<file path="config.mk">
export PLATFORM = sky130hd
export DESIGN_NAME = oscdiv_top
export DESIGN_NICKNAME = d
export VERILOG_FILES = /design/src/core/oscdiv_pkg.sv /design/src/core/oscdiv_div_if.sv /design/src/core/oscdiv_divider.sv /design/src/core/oscdiv_top.sv
export SDC_FILE = /design/constraint.sdc
export NUM_CORES = 1
export LEC_CHECK = 0
export BUFFER_PORTS_ARGS = -buffer_cell sky130_fd_sc_hd__buf_2
export CORE_MARGIN = 2
export CORE_UTILIZATION = 45
export DETAILED_ROUTE_END_ITERATION = 12
export GPL_TIMING_DRIVEN = 0
export HOLD_SLACK_MARGIN = 0.15
export PLACE_DENSITY = 0.76
export SLEW_MARGIN = 15
export SYNTH_ARGS = -nofsm -noshare
export SYNTH_HDL_FRONTEND = slang
export SYNTH_SLANG_ARGS = --single-unit
</file>
<file path="constraint.sdc">
create_clock -name ref_clk -period 4.5 [get_ports ref_clk]
set_input_delay 0.225 -clock ref_clk [delete_from_list [all_inputs] [get_ports ref_clk]]
set_output_delay 0.225 -clock ref_clk [all_outputs]
set_load 0.01 [all_outputs]
</file>
<file path="src/core/oscdiv_pkg.sv">
// Purpose: Constants for the oscillator switch and clock divisor block
// Assumes: APB with 32-bit data, one aligned word per register
// Notes:   Offsets below are local choices
package oscdiv_pkg;

    // ****************************************
    // Register map
    // ****************************************
    localparam logic [11:0] OSCDIV_OFS_OSC_CTRL  = 12'h000;
    localparam logic [11:0] OSCDIV_OFS_CLK_DIV   = 12'h004;
    localparam logic [11:0] OSCDIV_OFS_NEW_SRC   = 12'h008;
    localparam logic [11:0] OSCDIV_OFS_UNLOCK    = 12'h00C;

    // Oscillator control fields
    localparam int OSCDIV_BIT_SWITCH_REQ  = 0;
    localparam int OSCDIV_BIT_SEC_OSC_EN  = 1;
    localparam logic [15:0] OSCDIV_OSC_CTRL_MASK = 16'h0003;

    // Clock divisor fields
    localparam int OSCDIV_BIT_ROI        = 15;
    localparam int OSCDIV_POS_RATIO      = 12;
    localparam int OSCDIV_BIT_RATIO_EN   = 11;
    localparam int OSCDIV_POS_RC_POST    = 8;
    localparam int OSCDIV_POS_PLL_POST   = 6;
    localparam int OSCDIV_POS_PLL_PRE    = 0;
    localparam logic [15:0] OSCDIV_CLK_DIV_MASK  = 16'hFFDF;
    localparam logic [15:0] OSCDIV_CLK_DIV_RESET = 16'h3040;

    // Unlock keys written in order to the unlock register
    localparam logic [15:0] OSCDIV_KEY_FIRST  = 16'h0046;
    localparam logic [15:0] OSCDIV_KEY_SECOND = 16'h0057;

    // Switch settle time in cycles
    localparam logic [7:0] OSCDIV_SWITCH_CYCLES = 8'h10;
    localparam logic [2:0] OSCDIV_SRC_RESET     = 3'h0;

    // Unlock state machine, Gray coded
    typedef enum logic [1:0] {
        OSCDIV_LOCKED = 2'b00,
        OSCDIV_KEY1   = 2'b01,
        OSCDIV_OPEN   = 2'b11
    } oscdiv_unlock_t;

endpackage : oscdiv_pkg

</file>
<file path="src/core/oscdiv_div_if.sv">
// Purpose: Carries divider settings from register file to clock divider
// Assumes: One clock domain
// Notes:   Plain bundle, no timing of its own
`timescale 1ns/1ps
interface oscdiv_div_if;
    logic [2:0] proc_clock_ratio;
    logic       proc_ratio_enable;
    logic [2:0] internal_rc_postscaler;
    logic       proc_tick;
    logic       rc_tick;
    modport ctrl (output proc_clock_ratio, output proc_ratio_enable,
                  output internal_rc_postscaler, input proc_tick, input rc_tick);
    modport div  (input proc_clock_ratio, input proc_ratio_enable,
                  input internal_rc_postscaler, output proc_tick, output rc_tick);
endinterface : oscdiv_div_if

</file>
<file path="src/core/oscdiv_divider.sv">
// Purpose: Power-of-two enable dividers for processor and RC clocks
// Assumes: Enables are one-cycle pulses on ref_clk
// Notes:   Ratio 0 gives a pulse every cycle
`timescale 1ns/1ps
module oscdiv_divider
    import oscdiv_pkg::*;
(
    input  wire logic ref_clk,
    input  wire logic resetn,
    oscdiv_div_if.div d
);

    logic [6:0] proc_cnt;
    logic [6:0] next_proc_cnt;
    logic [6:0] rc_cnt;
    logic [6:0] next_rc_cnt;
    logic [6:0] proc_lim;
    logic [6:0] rc_lim;

    // ****************************************
    // Divider counters
    // ****************************************
    // Limit is 2^n - 1; disabled ratio means 1:1
    always_comb begin
        proc_lim = d.proc_ratio_enable ? 7'((8'h01 << d.proc_clock_ratio) - 8'h01)
                                       : 7'h00;
        rc_lim   = 7'((8'h01 << d.internal_rc_postscaler) - 8'h01);
        next_proc_cnt = (proc_cnt >= proc_lim) ? 7'h00 : proc_cnt + 7'h01;
        next_rc_cnt   = (rc_cnt >= rc_lim) ? 7'h00 : rc_cnt + 7'h01;
    end

    always_ff @(posedge ref_clk or negedge resetn) begin
        if (!resetn) begin
            proc_cnt <= 7'h00;
            rc_cnt   <= 7'h00;
        end else begin
            proc_cnt <= next_proc_cnt;
            rc_cnt   <= next_rc_cnt;
        end
    end

    // Tick on wrap; a shrunk limit wraps at once rather than stalling
    assign d.proc_tick = (proc_cnt >= proc_lim);
    assign d.rc_tick   = (rc_cnt >= rc_lim);

endmodule : oscdiv_divider

</file>
<file path="src/core/oscdiv_top.sv">
// Purpose: Oscillator switch control and clock divisor registers on APB
// Assumes: Interrupt input is synchronous to ref_clk
// Notes:   Clock sources are modelled as enables and select codes
//
// Local design decisions: the APB slave port and the register offsets.
`timescale 1ns/1ps
module oscdiv_top
    import oscdiv_pkg::*;
(
    input  wire logic        ref_clk,
    input  wire logic        resetn,
    input  wire logic        psel,
    input  wire logic        penable,
    input  wire logic        pwrite,
    input  wire logic [11:0] paddr,
    input  wire logic [31:0] pwdata,
    output logic      [31:0] prdata,
    output logic             pready,
    output logic             pslverr,
    input  wire logic        irq_event,
    output logic             secondary_osc_run,
    output logic      [2:0]  active_source,
    output logic             proc_clk_en,
    output logic             rc_clk_en,
    output logic      [3:0]  pll_output_ratio,
    output logic      [5:0]  pll_input_ratio
);

    oscdiv_div_if d ();

    logic [15:0]    osc_ctrl;
    logic [15:0]    next_osc_ctrl;
    logic [15:0]    clk_div;
    logic [15:0]    next_clk_div;
    logic [2:0]     new_source_select;
    logic [2:0]     next_new_source_select;
    logic [2:0]     next_active_source;
    logic [7:0]     sw_cnt;
    logic [7:0]     next_sw_cnt;
    oscdiv_unlock_t unlock;
    oscdiv_unlock_t next_unlock;
    logic [31:0]    next_prdata;
    logic           next_pslverr;
    logic           wr;
    logic           rd;
    logic           hit;
    logic [15:0]    wdat;

    // ****************************************
    // APB decode
    // ****************************************
    // Zero wait states: every access completes in its first access cycle
    assign pready = 1'b1;
    assign wr     = psel & penable & pwrite;
    assign rd     = psel & ~penable & ~pwrite;
    assign wdat   = pwdata[15:0];
    assign hit    = (paddr == OSCDIV_OFS_OSC_CTRL) | (paddr == OSCDIV_OFS_CLK_DIV) |
                    (paddr == OSCDIV_OFS_NEW_SRC)  | (paddr == OSCDIV_OFS_UNLOCK);

    // ****************************************
    // Unlock sequence and oscillator control
    // ****************************************
    always_comb begin
        next_unlock            = unlock;
        next_osc_ctrl          = osc_ctrl;
        next_new_source_select = new_source_select;
        next_active_source     = active_source;
        next_sw_cnt            = sw_cnt;
        // Any other write relocks, so a stray write cannot leave it open
        if (wr) begin
            next_unlock = OSCDIV_LOCKED;
            if (paddr == OSCDIV_OFS_UNLOCK && wdat == OSCDIV_KEY_FIRST) begin
                next_unlock = OSCDIV_KEY1;
            end else if (paddr == OSCDIV_OFS_UNLOCK && unlock == OSCDIV_KEY1 &&
                         wdat == OSCDIV_KEY_SECOND) begin
                next_unlock = OSCDIV_OPEN;
            end
        end
        // Write taken only while open; a switch in flight holds its request
        if (wr && paddr == OSCDIV_OFS_OSC_CTRL && unlock == OSCDIV_OPEN) begin
            next_osc_ctrl[OSCDIV_BIT_SEC_OSC_EN] = wdat[OSCDIV_BIT_SEC_OSC_EN];
            if (wdat[OSCDIV_BIT_SWITCH_REQ] && !osc_ctrl[OSCDIV_BIT_SWITCH_REQ]) begin
                next_osc_ctrl[OSCDIV_BIT_SWITCH_REQ] = 1'b1;
                next_sw_cnt = OSCDIV_SWITCH_CYCLES;
            end
        end
        if (wr && paddr == OSCDIV_OFS_NEW_SRC && unlock == OSCDIV_OPEN &&
            !osc_ctrl[OSCDIV_BIT_SWITCH_REQ]) begin
            next_new_source_select = wdat[2:0];
        end
        // Count settle time, then move source and drop the request
        if (osc_ctrl[OSCDIV_BIT_SWITCH_REQ]) begin
            if (sw_cnt == 8'h00) begin
                next_active_source = new_source_select;
                next_osc_ctrl[OSCDIV_BIT_SWITCH_REQ] = 1'b0;
            end else begin
                next_sw_cnt = sw_cnt - 8'h01;
            end
        end
        next_osc_ctrl = next_osc_ctrl & OSCDIV_OSC_CTRL_MASK;
    end

    always_ff @(posedge ref_clk or negedge resetn) begin
        if (!resetn) begin
            unlock            <= OSCDIV_LOCKED;
            osc_ctrl          <= 16'h0000;
            new_source_select <= OSCDIV_SRC_RESET;
            active_source     <= OSCDIV_SRC_RESET;
            sw_cnt            <= 8'h00;
        end else begin
            unlock            <= next_unlock;
            osc_ctrl          <= next_osc_ctrl;
            new_source_select <= next_new_source_select;
            active_source     <= next_active_source;
            sw_cnt            <= next_sw_cnt;
        end
    end

    // ****************************************
    // Clock divisor register
    // ****************************************
    always_comb begin
        next_clk_div = clk_div;
        if (wr && paddr == OSCDIV_OFS_CLK_DIV) begin
            next_clk_div = wdat & OSCDIV_CLK_DIV_MASK;
        end
        // Interrupt wins over a same-cycle write of the enable bit
        if (irq_event && next_clk_div[OSCDIV_BIT_ROI]) begin
            next_clk_div[OSCDIV_BIT_RATIO_EN] = 1'b0;
        end
    end

    always_ff @(posedge ref_clk or negedge resetn) begin
        if (!resetn) begin
            clk_div <= OSCDIV_CLK_DIV_RESET;
        end else begin
            clk_div <= next_clk_div;
        end
    end

    // ****************************************
    // Read data
    // ****************************************
    always_comb begin
        next_prdata  = 32'h0000_0000;
        next_pslverr = 1'b0;
        unique case (paddr)
            OSCDIV_OFS_OSC_CTRL: next_prdata = {16'h0000, osc_ctrl};
            OSCDIV_OFS_CLK_DIV:  next_prdata = {16'h0000, clk_div};
            OSCDIV_OFS_NEW_SRC:  next_prdata = {29'h0000_0000, new_source_select};
            OSCDIV_OFS_UNLOCK:   next_prdata = {30'h0000_0000, unlock};
            default:             next_prdata = 32'h0000_0000;
        endcase
        next_pslverr = ~hit;
    end

    // Registered in setup so data is steady throughout the access phase
    always_ff @(posedge ref_clk or negedge resetn) begin
        if (!resetn) begin
            prdata  <= 32'h0000_0000;
            pslverr <= 1'b0;
        end else if (rd) begin
            prdata  <= next_prdata;
            pslverr <= next_pslverr;
        end else if (psel & ~penable) begin
            pslverr <= next_pslverr;
        end
    end

    // ****************************************
    // Clock outputs
    // ****************************************
    assign secondary_osc_run = osc_ctrl[OSCDIV_BIT_SEC_OSC_EN];
    // PLL dividers; reserved code 10 passes as 8 since software avoids it
    assign pll_output_ratio  = clk_div[OSCDIV_POS_PLL_POST +: 2] == 2'b00 ? 4'h2 :
                               clk_div[OSCDIV_POS_PLL_POST +: 2] == 2'b01 ? 4'h4 :
                               4'h8;
    assign pll_input_ratio   = {1'b0, clk_div[OSCDIV_POS_PLL_PRE +: 5]} + 6'h02;

    assign d.proc_clock_ratio       = clk_div[OSCDIV_POS_RATIO +: 3];
    assign d.proc_ratio_enable      = clk_div[OSCDIV_BIT_RATIO_EN];
    assign d.internal_rc_postscaler = clk_div[OSCDIV_POS_RC_POST +: 3];
    assign proc_clk_en = d.proc_tick;
    assign rc_clk_en   = d.rc_tick;

    oscdiv_divider u_div (
        .ref_clk (ref_clk),
        .resetn  (resetn),
        .d       (d)
    );

endmodule : oscdiv_top

</file>
==> results of run 1 <==
==> through the flow <==
step,total power [uW],cells
6_report,1160,561
5_1_grt,1210,561
2_1_floorplan,612,368
3_5_place_dp,651,534
3_3_place_gp,647,533
4_1_cts,1170,561
==> worst max path at each step <==
stage,startpoint,to,cells after the start
floorplan,clk_div[13],proc_clk_en,12
detailed placement,clk_div[13],proc_clk_en,13
finish,clk_div[13],proc_clk_en,13
global placement,clk_div[13],proc_clk_en,13
global route,clk_div[8],rc_clk_en,13
CTS,clk_div[13],proc_clk_en,13
==> state kept, by name (all words and copies together), names as in the netlist <==
name               cells
osc_ctrl               2
sw_cnt                 8
active_source          3
pslverr                1
clk_div               15
prdata                15
unlock                 2
u_div.proc_cnt         7
u_div.rc_cnt           7
new_source_select      3
==> repair_timing <==
item	in CTS	in global routing
endpoints found under the hold margin	70	0
hold buffers	11	0
gates resized for setup	0	0
==> layout make-up <==
cell class              count  share of cell area
plain buffers              34              0.0456
clock buffers               9              0.0277
clock inverters             7              0.0182
inverters                  11             0.00924
multi-input cells         260               0.415
flip-flops and latches     63               0.354
well taps                 102              0.0286
repair buffers             75               0.102
==> power by group through the flow <==
stage	Combinational (uW)	Clock (uW)	Sequential, uW
finish	81.2	512	566
global route	89.8	549	566
CTS	81.4	521	566
detailed placement	73.8	0	578
global placement	69.6	0	578
floorplan	34.2	0	578
==> synthesized netlist by cell type (all sizes together) (2+ instances only) <==
| cell | count |
|---|---|
| a21oi | 9 |
| nor4b | 4 |
| nor2b | 10 |
| nor4 | 5 |
| a31oi | 3 |
| nor3b | 3 |
| nand2b | 2 |
| o21ai | 8 |
| or3 | 3 |
| conb | 2 |
| a21o | 6 |
| xnor2 | 7 |
| inv | 11 |
| a22o | 13 |
| buf | 22 |
| dfstp | 3 |
| dfrtp | 60 |
| nand4 | 5 |
| and3 | 20 |
| clkbuf | 12 |
| mux2i | 4 |
| nand3 | 12 |
| nor2 | 21 |
| nand2 | 29 |
| xor2 | 9 |
| ha | 21 |
| o31ai | 6 |
| nor3 | 5 |
| mux2 | 22 |
==> routing by layer <==
metal | wire, um | track usage | share of wire
met1 | 3630 | 0.244 | 0.45
met3 | 262 | 0.0258 | 0.033
met4 | 171 | 0.101 | 0.021
met2 | 3920 | 0.327 | 0.49
met5 | 0 | 0 | 0
==> kinds of logic (layout without fill, tap and decap cells) <==
logic type / after synthesis / count (layout) / share of synthesized area
other: 2 / 19 / 0.00208
buffers and inverters: 45 / 136 / 0.0678
xor gates and xnor gates: 16 / 16 / 0.0388
muxes: 26 / 26 / 0.0827
adders and majority gates: 21 / 21 / 0.0727
DFF: 63 / 63 / 0.437
and+or+nand+nor: 123 / 123 / 0.191
AOI/OAI and AO/OA: 55 / 55 / 0.108
==> results by stage, run 1 <==
Route:
- The wire length per cell after detailed routing is 14.2 um.
- The remaining antenna violation count after routing is 0.
- The number of optimization iterations in the first detailed-route pass is 4.
- The residual DRC count is 0.
- The total via count after detailed routing is 2898.
- The final layout contains routed wiring with a total length of 7.99 mm.
- The starting DRC count in detailed routing is 127.
- Using the TritonRoute via totals, the vias-per-cell ratio works out to 5.17.

Yosys:
- During synthesis, Yosys emitted a total of 0 warnings.
- In the post-synthesis netlist, the biggest area contributors are sky130_fd_sc_hd__dfrtp_1, sky130_fd_sc_hd__ha_1, sky130_fd_sc_hd__mux2_2.
- The synthesized design contains 0 enable-type register cells.
- The largest area contributor in the netlist is sky130_fd_sc_hd__dfrtp_1.
- The area share of the leading cell type in the synthesized netlist is 0.415.
- In this run, synthesis produced a sequential element count of 63.
- Among all flip-flop cells after synthesis, the most frequent one is sky130_fd_sc_hd__dfrtp_1.
- The share of the Yosys chip area taken by registers is 0.437.
- Each instance of the synthesized netlist takes up on average 10.3 um^2.
- The synthesized netlist contains 48 unique library cells.
- The gate count of the mapped netlist is 351.
- The synthesized netlist occupies a cell area of 3620 um^2.
- The share of async-settable or async-resettable flops after synthesis is 1.00.

Floorplan:
- In this run the vertical extent of the chip is 93.6 um.
- The number of ports placed on the die boundary is 100.
- The floorplan step set the die width to 93.6 um.
- The site row count is 32.
- For this configuration, the core starts out at a cell density of 0.466.
- The core region area is 7770 um^2.
- The area of the die is 8770 um^2.

Placed design:
- The count of port buffers added during placement is 63.
- The sum of net half-perimeters after detailed placement is 5.93 mm.
- Prior to clock tree synthesis, the placed netlist has a worst setup slack of 1.41 ns.
- The instance area after placement is 4150 um^2.
- The congestion estimate from routability-driven global placement came to 0.789.

STA:
- The worst pin sits at a relative slew slack of 0.407.
- Of the available clock period, the critical path in the final layout requires 0.768.
- Setup slack closes at 1.04 ns.
- The setup TNS after final layout is 0 ns.
- The final max-slew violation count came to 0.
- The final clock skew is 0.00952 ns.
- At the pin with the least slew margin, the transition time is 0.881 ns.
- The number of hold violations in the final report was 0.
- Setup violations remaining at the end of the flow were counted as 0.
- Setup repair after global routing left no endpoint under its margin.
- The worst slack on hold paths is 0.160 ns.
- The highest achievable clock rate is 0.289 GHz.
- The post-route minimum period is 3.46 ns.

Finish:
- The area of all sequential standard cells is 1580 um^2.
- The commonest non-fill, non-tap cell in the layout is sky130_fd_sc_hd__buf_2.
- 0 antenna diodes ended up in the layout.
- The filler cells instantiated in the layout total 709.
- In the final layout, the multi-input gates occupy 1850 um^2.
- After routing the design area is 4470 um^2.
- Leaving out fill and tap cells, the most frequent cells in the layout are sky130_fd_sc_hd__buf_2, sky130_fd_sc_hd__dfrtp_1, sky130_fd_sc_hd__nand2_1.
- The final net count is 525.
- The fraction of final layout cells sized beyond drive strength 1 is 0.285.
- The relative area change from synthesis to final layout is 23.6%.
- The final cell utilization of the core is 0.575.

Power and ir drop:
- In this run the static leakage power is 0.00231 uW.
- Of the total power, the share spent switching nets is 0.254.
- The combinational share of power is 0.070.
- For this design the ratio of total power to cell area is 259 nW/um^2.
- The analysis attributes to net switching a power of 294 uW.
- The share of total power dissipated in the clock network is 0.441.
- Of the total power, registers draw 0.489.
- The largest voltage drop on the vdd net is 0.000148 V.
- The internal power of the cells totals 865 uW.

Critical path:
- The setup check on the worst reg-to-reg path leaves a slack of 1.55 ns.
- The number of buffers and inverters on the critical path is 2.
- Among all stages on the critical path, the largest delay is contributed by sky130_fd_sc_hd__or3_1.
- STA classifies the critical path endpoint as an output pin.
- The worst setup path category is register to output pin.
- The path depth of the worst reg2reg path is 12.
- The startpoint of the lowest-slack register-to-register path is clk_div[13].
- The worst register-to-register path ends at u_div.proc_cnt[1].
- In this design, the stage delay of the slowest critical-path cell is 0.43 ns.
- The kind of cell with the highest combined delay on the critical path is compound AO/OA/AOI/OAI gates.
- The worst setup path is launched from a register.
- At the worst endpoint, the arrival time is 3.23 ns.
- The top fanout value on the critical path is 10.
- The signal on the critical path passes through clkbuf_1 -> or3_1 -> ha_1 -> nor3_1 -> a21oi_1 -> nor2b_1 -> o21ai_0 -> ha_1 -> a21o_1 -> a21o_1 -> a31oi_1 -> nand2_1 -> buf_2.
- The critical path data required time is 4.28 ns.

Global route:
- Across every metal layer, demand over resource in global routing totals 0.194.
- The maximum number of pins on one net before global-route repair is 57.
- The number of global-route vias before repair is 2864.
- The first-pass GRT wire length is 13.2 mm.
- The initial antenna violation count was 0.
- Summed over all layers, the global routing overflow is 0.

CTS:
- The TritonCTS clock tree is yes.
- In this run the number of H-tree levels came out at 3.
- The buffer count from post-CTS setup fixing is 0.
- The clock latency of the later-clocked register in the worst-skew pair is 0.35 ns.
- The tree is rooted in a sky130_fd_sc_hd__clkbuf_8.
- The deepest clock path buffer count is 2.
- The number of clock sinks is 63.
- The number of buffers added by the clock tree synthesis step is 9.
- The clock transition time at the flip-flop clock pins of the worst setup and hold paths is 0.08 ns.

Hold path:
- Counting instances, the worst hold path has a depth of 2.
- The path with the worst hold slack has its endpoint at clk_div[4].
- The min-delay analysis places its worst path in the category primary input to register.
- The worst hold path begins at pwdata[4].

Run status:
- The flow ran to the end, and the final reports show no timing, DRC or antenna violations.

Run:
- Across the run, the number of max-cap violations was 0.
No activity file was read; power rests on OpenSTA's default activity.
==> run 2: changes to the inputs <==
--- a/config.mk
+++ b/config.mk
@@ -11,7 +11,7 @@
 export DETAILED_ROUTE_END_ITERATION = 12
 export GPL_TIMING_DRIVEN = 0
 export HOLD_SLACK_MARGIN = 0.15
-export PLACE_DENSITY = 0.76
+export PLACE_DENSITY = 0.79
 export SLEW_MARGIN = 15
 export SYNTH_ARGS = -nofsm -noshare
 export SYNTH_HDL_FRONTEND = slang
==> constraint.sdc (replaced) <==
create_clock -name ref_clk -period 3 [get_ports ref_clk]
set_input_delay 0.15 -clock ref_clk [delete_from_list [all_inputs] [get_ports ref_clk]]
set_output_delay 0.15 -clock ref_clk [all_outputs]
set_load 0.01 [all_outputs]
==> results by stage, run 2 (synthesis gave the netlist of run 1 again) <==
Power and ir drop:
- The largest voltage drop on the vdd net is 0.000176 V.
- The combinational share of power is 0.069.
- The switching part of the total power is 0.236.
- Of the total power, registers draw 0.472.
- Summing internal, switching and leakage power gives 1800 uW.
- The leakage dissipation is 0.00236 uW.
- In this run the power spent charging and discharging nets is 425 uW.
- Dividing total power by cell area gives a power density of 389 nW/um^2.
- The clock share of power is 0.459.
- The cell-internal power is 1370 uW.

CTS:
- The clock latency of the later-clocked register in the worst-skew pair is 0.35 ns.
- The H-tree was split into 3 levels.
- The tree is rooted in a sky130_fd_sc_hd__clkbuf_8.
- The clock transition time at the flip-flop clock pins of the worst setup and hold paths is 0.07 ns.
- The TritonCTS clock tree is yes.
- No sink is reached through more buffers than the 2 on the longest clock path.
- The number of buffers added by the clock tree synthesis step is 9.
- The number of clock sinks is 63.

Placed design:
- At the end of routability-driven placement, the weighted congestion stood at 0.786.
- After legalization and detailed placement, the total HPWL measured 5.86 mm.
- Timing analysis after detailed placement gives a worst setup slack of -0.0352 ns.
- The count of buffers added on input and output ports is 63.

Route:
- The remaining antenna violation count after routing is 0.
- For this block, the routed nets add up to 8.29 mm of wire.
- In this run, the number of DRC markers left after iteration 0 of detailed routing was 110.
- For this block, the via count after detailed routing is 2952.
- In the routed layout, each cell is associated on average with a via count of 5.21.
- The residual DRC count is 0.
- After detailed routing, the average wire length per cell comes to 14.6 um.
- The number of optimization iterations in the first detailed-route pass is 4.

Finish:
- The library cells used most frequently in the layout, excluding fill and tap cells, are sky130_fd_sc_hd__buf_2, sky130_fd_sc_hd__dfrtp_1, sky130_fd_sc_hd__nand2_1.
- The library cell used most frequently in the layout, excluding fill and tap cells, is sky130_fd_sc_hd__buf_2.
- The count of filler cells inserted in the layout is 642.
- The largest registers in the layout are clk_div: 15 flops, prdata: 15 flops, sw_cnt: 8 flops.
- The repair_antennas step left the layout with diodes totalling 0.
- Once layout is complete, the utilization of the core stands at 0.596.
- Relative to the synthesized area, the layout overhead comes to 28.0%.
- In the final layout, the share of cells above drive strength 1 is 0.320.
- The final net count is 531.

STA:
- On the final layout, the worst hold slack is 0.188 ns.
- The final max-slew violation count is 0.
- The final clock skew is 0.00636 ns.
- The post-route minimum period is 2.88 ns.
- The highest achievable clock rate is 0.347 GHz.
- Setup repair after global routing could not meet its margin everywhere.
- The slew at the pin closest to its max-slew limit is 0.848 ns.
- Setup violations remaining at the end of the flow were counted as 0.
- The number of hold violations in the final report is 0.
- The final worst-path setup slack is 0.117 ns.
- Measured against its own limit, the worst slew margin works out to 0.429.
- The setup TNS after final layout is 0 ns.
- The final critical-path share of the clock period is 0.961.

Floorplan:
- The die height is 93.6 um.
- The floorplan step defined a die boundary enclosing 8770 um^2.
- The floorplan die width is 93.6 um.
- In this run the standard cell core region covers 7770 um^2.
- For this design the top-level I/O count stands at 100.
- The initial core utilization is 0.466.
- The site row count is 32.

Critical path:
- The cell family contributing the most delay on the critical path is compound AO/OA/AOI/OAI gates.
- The setup path with the least slack is of type register to output pin.
- STA classifies the critical path startpoint as a register.
- Data on the critical path arrives at its endpoint at 2.73 ns.
- The slowest stage of the critical path is the sky130_fd_sc_hd__dfstp_2 cell.
- The maximum single-stage delay on the critical path is 0.38 ns.
- Along the worst path, the maximum fanout reaches 10.
- The critical path contains buffers and inverters numbering 2 combined.
- Data on the critical path is required at its endpoint by 2.85 ns.
- Walking the worst path, the cells encountered are buf_6 -> or3_4 -> ha_4 -> xnor2_1 -> nand2_1 -> ha_1 -> a21oi_1 -> o21ai_0 -> a31oi_4 -> nand2_1 -> buf_2.
- The category of the worst setup path capture point is an output pin.
- The most numerous cell type found on the critical path is sky130_fd_sc_hd__nand2_1.

Global route:
- The maximum number of pins on one net before global-route repair is 64.
- The aggregate global-route resource usage is 0.200.
- The first-pass GRT wire length is 13.7 mm.
- The number of global-route vias before repair was 2973.
- The initial antenna violation count came to 0.
- Summed over all layers, the global routing overflow is 0.

Hold path:
- The worst min-delay path category is primary input to register.

Run:
- Across the run, the number of max-cap violations was 0.

Run status:
- The run finished with clean final reports.
run 2: timing repair:
item | CTS | global route
setup buffers | 2 | 2
gates resized for setup | 11 | 12
hold endpoints to repair | 79 | 0
endpoints found under the setup margin | 2 | 2
hold buffers | 17 | 0
gates cloned | 0 | 0
pin swaps | 0 | 7
run 2: final timing paths:
| check | start | cells after the start | slack [ns] | end |
|---|---|---|---|---|
| max reg2reg | clk_div[13] | 12 | 0.40 | u_div.proc_cnt[0] |
| min reg2reg | prdata[12] | 1 | 0.50 | prdata[12] |
| min | pwdata[5] | 4 | 0.19 | unlock[1] |
| min in group asynchronous | resetn | 2 | 0.42 | prdata[6] |
| max in group asynchronous | resetn | 2 | 2.03 | clk_div[10] |
| max | clk_div[13] | 11 | 0.12 | proc_clk_en |
run 2: layout make-up:
type,count,area [um^2],area share
Tap cell,102,128,0.0276
Multi-Input combinational cell,260,1940,0.418
Timing Repair Buffer,84,518,0.112
Clock inverter,7,97.6,0.0211
Sequential cell,63,1580,0.342
Buffer,31,200,0.0433
Clock buffer,9,124,0.0268
Inverter,11,41.3,0.00892
run 2: worst register-to-register path: cells and delay by family, from the launching register on:
| family | cells | cell delay [ns] |
|---|---|---|
| AOI/OAI and AO/OA | 3 | 0.25 |
| adders and majority gates | 2 | 0.53 |
| buffers and inverters | 2 | 0.30 |
| DFF | 1 | 0.38 |
| and+or+nand+nor | 5 | 1.02 |
run 2: power groups by stage:
stage | Sequential, uW | Clock (uW) | Combinational [uW]
2_1_floorplan | 867 | 0 | 51.4
3_3_place_gp | 866 | 0 | 104
3_5_place_dp | 866 | 0 | 106
4_1_cts | 850 | 834 | 124
5_1_grt | 850 | 886 | 138
6_report | 850 | 826 | 124
run 2: metrics by stage:
stage,cells,instance area [um^2]
finish,567,4630
global route,567,4630
CTS,565,4580
detailed placement,533,4130
global placement,533,4120
floorplan,368,3680
run 2: metal layers:
layer | up-vias | track usage | part of all wire
met1 | 1423 | 0.250 | 0.44
met5 | - | 0 | 0
met4 | 0 | 0.0700 | 0.017
li1 | 1436 | - | -
met2 | 78 | 0.338 | 0.49
met3 | 15 | 0.0475 | 0.051
==> run 3: changes to the inputs <==
--- a/config.mk
+++ b/config.mk
@@ -12,6 +12,7 @@
 export GPL_TIMING_DRIVEN = 0
 export HOLD_SLACK_MARGIN = 0.15
 export PLACE_DENSITY = 0.79
+export REMOVE_ABC_BUFFERS = 1
 export SLEW_MARGIN = 15
 export SYNTH_ARGS = -nofsm -noshare
 export SYNTH_HDL_FRONTEND = slang
==> results by stage, run 3 (synthesis gave the netlist of run 1 again) <==
Power and ir drop:
- IR analysis of the VDD net gives a maximum drop of 0.000193 V.
- The leakage dissipation is 0.00225 uW.
- The total power divided by cell area is 378 nW/um^2.

Finish:
- The count of filler cells inserted in the layout is 659.
- The fraction of final layout cells sized beyond drive strength 1 is 0.309.
- The commonest non-fill, non-tap cell in the layout is sky130_fd_sc_hd__buf_2.
- The top cell types in the final layout, fill and taps aside, are sky130_fd_sc_hd__buf_2, sky130_fd_sc_hd__dfrtp_1, sky130_fd_sc_hd__nand2_1.
- For this run, the post-layout net count is 506.
- The largest registers in the layout are clk_div: 15 flops, prdata: 15 flops, sw_cnt: 8 flops.
- Compared with the post-synthesis result, the final layout area differs by 23.7%.
- 0 antenna diodes ended up in the layout.
- After the flow finishes, the layout carries non-filler instances totaling 542.

STA:
- The final clock skew is 0.0120 ns.
- The worst slew margin relative to its limit is 0.381.
- In the finished design, the share of the clock period the worst path needs comes to 0.953.
- The number of hold violations in the final report is 0.
- The final max-slew violation count is 0.
- The worst path in the final design needs a cycle of 2.86 ns, including I/O delays and setup.
- The worst slack on hold paths is 0.192 ns.
- Based on the critical path, the design can be clocked at up to 0.350 GHz.
- The number of failing setup endpoints in the final timing report is 0.
- For the pin with the worst max-slew slack, the measured transition is 0.925 ns.

CTS:
- The cell at the root of the clock tree is sky130_fd_sc_hd__clkbuf_8.
- No sink is reached through more buffers than the 2 on the longest clock path.
- TritonCTS built the clock tree.
- The clock latency of the later-clocked register in the worst-skew pair is 0.35 ns.
- The number of clock sinks is 63.
- The number of buffers added by the clock tree synthesis step is 9.
- The number of H-tree levels is 3.
- After clock tree synthesis, the clock-pin slew on the worst setup and hold paths is 0.08 ns.

Critical path:
- The capture point of the critical path is proc_clk_en.
- On the critical path, the stage with the largest delay is an instance of sky130_fd_sc_hd__dfrtp_2.
- STA classifies the critical path startpoint as a register.
- Counting cells, the worst reg-to-reg path comes to 11.
- The worst setup path is captured at an output pin.
- For the worst setup path, the data required time is 2.85 ns.
- The startpoint of the lowest-slack register-to-register path is clk_div[9].
- In this design, the stage delay of the slowest critical-path cell is 0.41 ns.
- The cell type with the highest occurrence count on the critical path is sky130_fd_sc_hd__nand2_1.
- The top fanout value on the critical path is 7.
- The endpoint identified for the worst register-to-register timing path is u_div.rc_cnt[6].
- The worst setup path category is register to output pin.
- The setup slack of the worst register-to-register path is 0.44 ns.
- The data arrival time of the critical path is 2.71 ns.
- The critical path goes through or3_4 -> ha_4 -> xnor2_1 -> nand2_1 -> ha_1 -> a21oi_1 -> o21ai_0 -> a31oi_4 -> nand2_1 -> buf_2.
- The source of the critical timing path is clk_div[14].

Floorplan:
- The core region is 7770 um^2.
- The area of the die is 8770 um^2.
- In this run the vertical extent of the chip is 93.6 um.
- The number of ports placed on the die boundary is 100.
- The site row count is 32.
- The floorplan die width is 93.6 um.
- The initial utilization of the core area, before any placement, comes to 0.466.

Route:
- In this run, the number of DRC markers left after iteration 0 of detailed routing was 181.
- The wire length per cell after detailed routing is 15.2 um.
- The count of nets left with antenna violations once routing finished came out at 0.
- The number of optimization iterations in the first detailed-route pass is 4.
- The number of vias per cell after detailed routing is 5.36.
- The total via count after detailed routing is 2905.
- For this run, design rule violations remaining after detail routing come to 0.
- Summed over all layers, the routed wires come to 8.21 mm.

Placed design:
- In this run, placement finished with an instance count of 501.
- The count of port buffers added during placement is 64.
- At the end of routability-driven placement, the weighted congestion stood at 0.791.
- Detailed placement finished with a half-perimeter wire length of 5.66 mm.

Global route:
- Entering global routing, the biggest net connects 64 pins.
- The first-pass GRT wire length is 13.2 mm.
- The number of global-route vias before repair is 2787.
- For this run, the total global-route usage over all layers was measured as 0.193.
- The total overflow left after global routing is 0.
- The initial antenna violation count is 0.

Run:
- The number of violations of the max-capacitance limit is 0.

Run status:
- The flow ran to the end, and the final reports show no timing, DRC or antenna violations.

Hold path:
- The worst min-delay path category is primary input to register.
run 3: cell count changes in the layout (fill, tap and decap cells not counted), moves of 2 or more:
| cell | change |
|---|---|
| sky130_fd_sc_hd__buf_4 | -17 |
| sky130_fd_sc_hd__clkbuf_1 | -9 |
| sky130_fd_sc_hd__dfrtp_1 | -2 |
| sky130_fd_sc_hd__dfrtp_2 | +2 |
| sky130_fd_sc_hd__nor3_1 | -2 |
| sky130_fd_sc_hd__nor3_2 | +2 |
run 3: worst min path at each step:
| stage | startpoint | end | depth (start not counted) | slack [ns] |
|---|---|---|---|---|
| after floorplan | resetn | active_source[0] | 0 | -0.15 |
| after global placement | irq_event | clk_div[11] | 2 | 0.34 |
| after detailed placement | resetn | clk_div[4] | 1 | 0.30 |
| after CTS | paddr[3] | unlock[1] | 3 | 0.19 |
| after global routing | pwdata[5] | unlock[1] | 4 | 0.20 |
| final | paddr[6] | unlock[0] | 4 | 0.19 |
run 3: per-stage QoR:
stage	cell area (um^2)	total power [uW]	util	setup TNS, ns	setup WS (ns)
finish	4470	1690	0.576	0	0.140
global route	4470	1760	0.576	-0.0279	-0.0279
CTS	4360	1700	0.561	0	0.00249
detailed placement	3940	952	0.507	0	0.0744
global placement	3920	950	0.505	0	0.137
floorplan	3480	896	-	0	0.466
run 3: power breakdown:
part | switching [uW] | internal (uW)
clock network | 350 | 384
registers | 0.600 | 850
logic | 63.5 | 41.4
run 3: worst max-delay path: cells and delay by family (launching register included):
family                     cells  cell delay (ns)
AOI/OAI and AO/OA              3             0.55
xor gates and xnor gates       1             0.19
adders and majority gates      2             0.49
buffers and inverters          1             0.14
DFF                            1             0.41
and+or+nand+nor                3             0.57
run 3: layer usage:
layer,global-route usage,part of all wire,vias up
li1,-,-,1393
met1,0.242,0.44,1406
met2,0.331,0.50,97
met3,0.0363,0.049,9
met4,0.0725,0.015,0
met5,0,0,-
run 3: layout make-up:
cell class | count | area (um^2) | share of cell area
clock buffers | 9 | 124 | 0.0277
inverters | 11 | 41.3 | 0.00923
repair buffers | 90 | 576 | 0.129
multi-input cells | 260 | 1950 | 0.435
clock inverters | 7 | 73.8 | 0.0165
well taps | 102 | 128 | 0.0285
flip-flops and latches | 63 | 1590 | 0.354
run 3: repair_timing:
action / 4_1_cts / 5_1_grt
endpoints found under the hold margin: 80 / 0
resized for setup: 7 / 15
setup buffers: 1 / 6
gates cloned: 0 / 0
endpoints found under the setup margin: 2 / 2
hold buffers: 18 / 0
pin swaps: 0 / 7
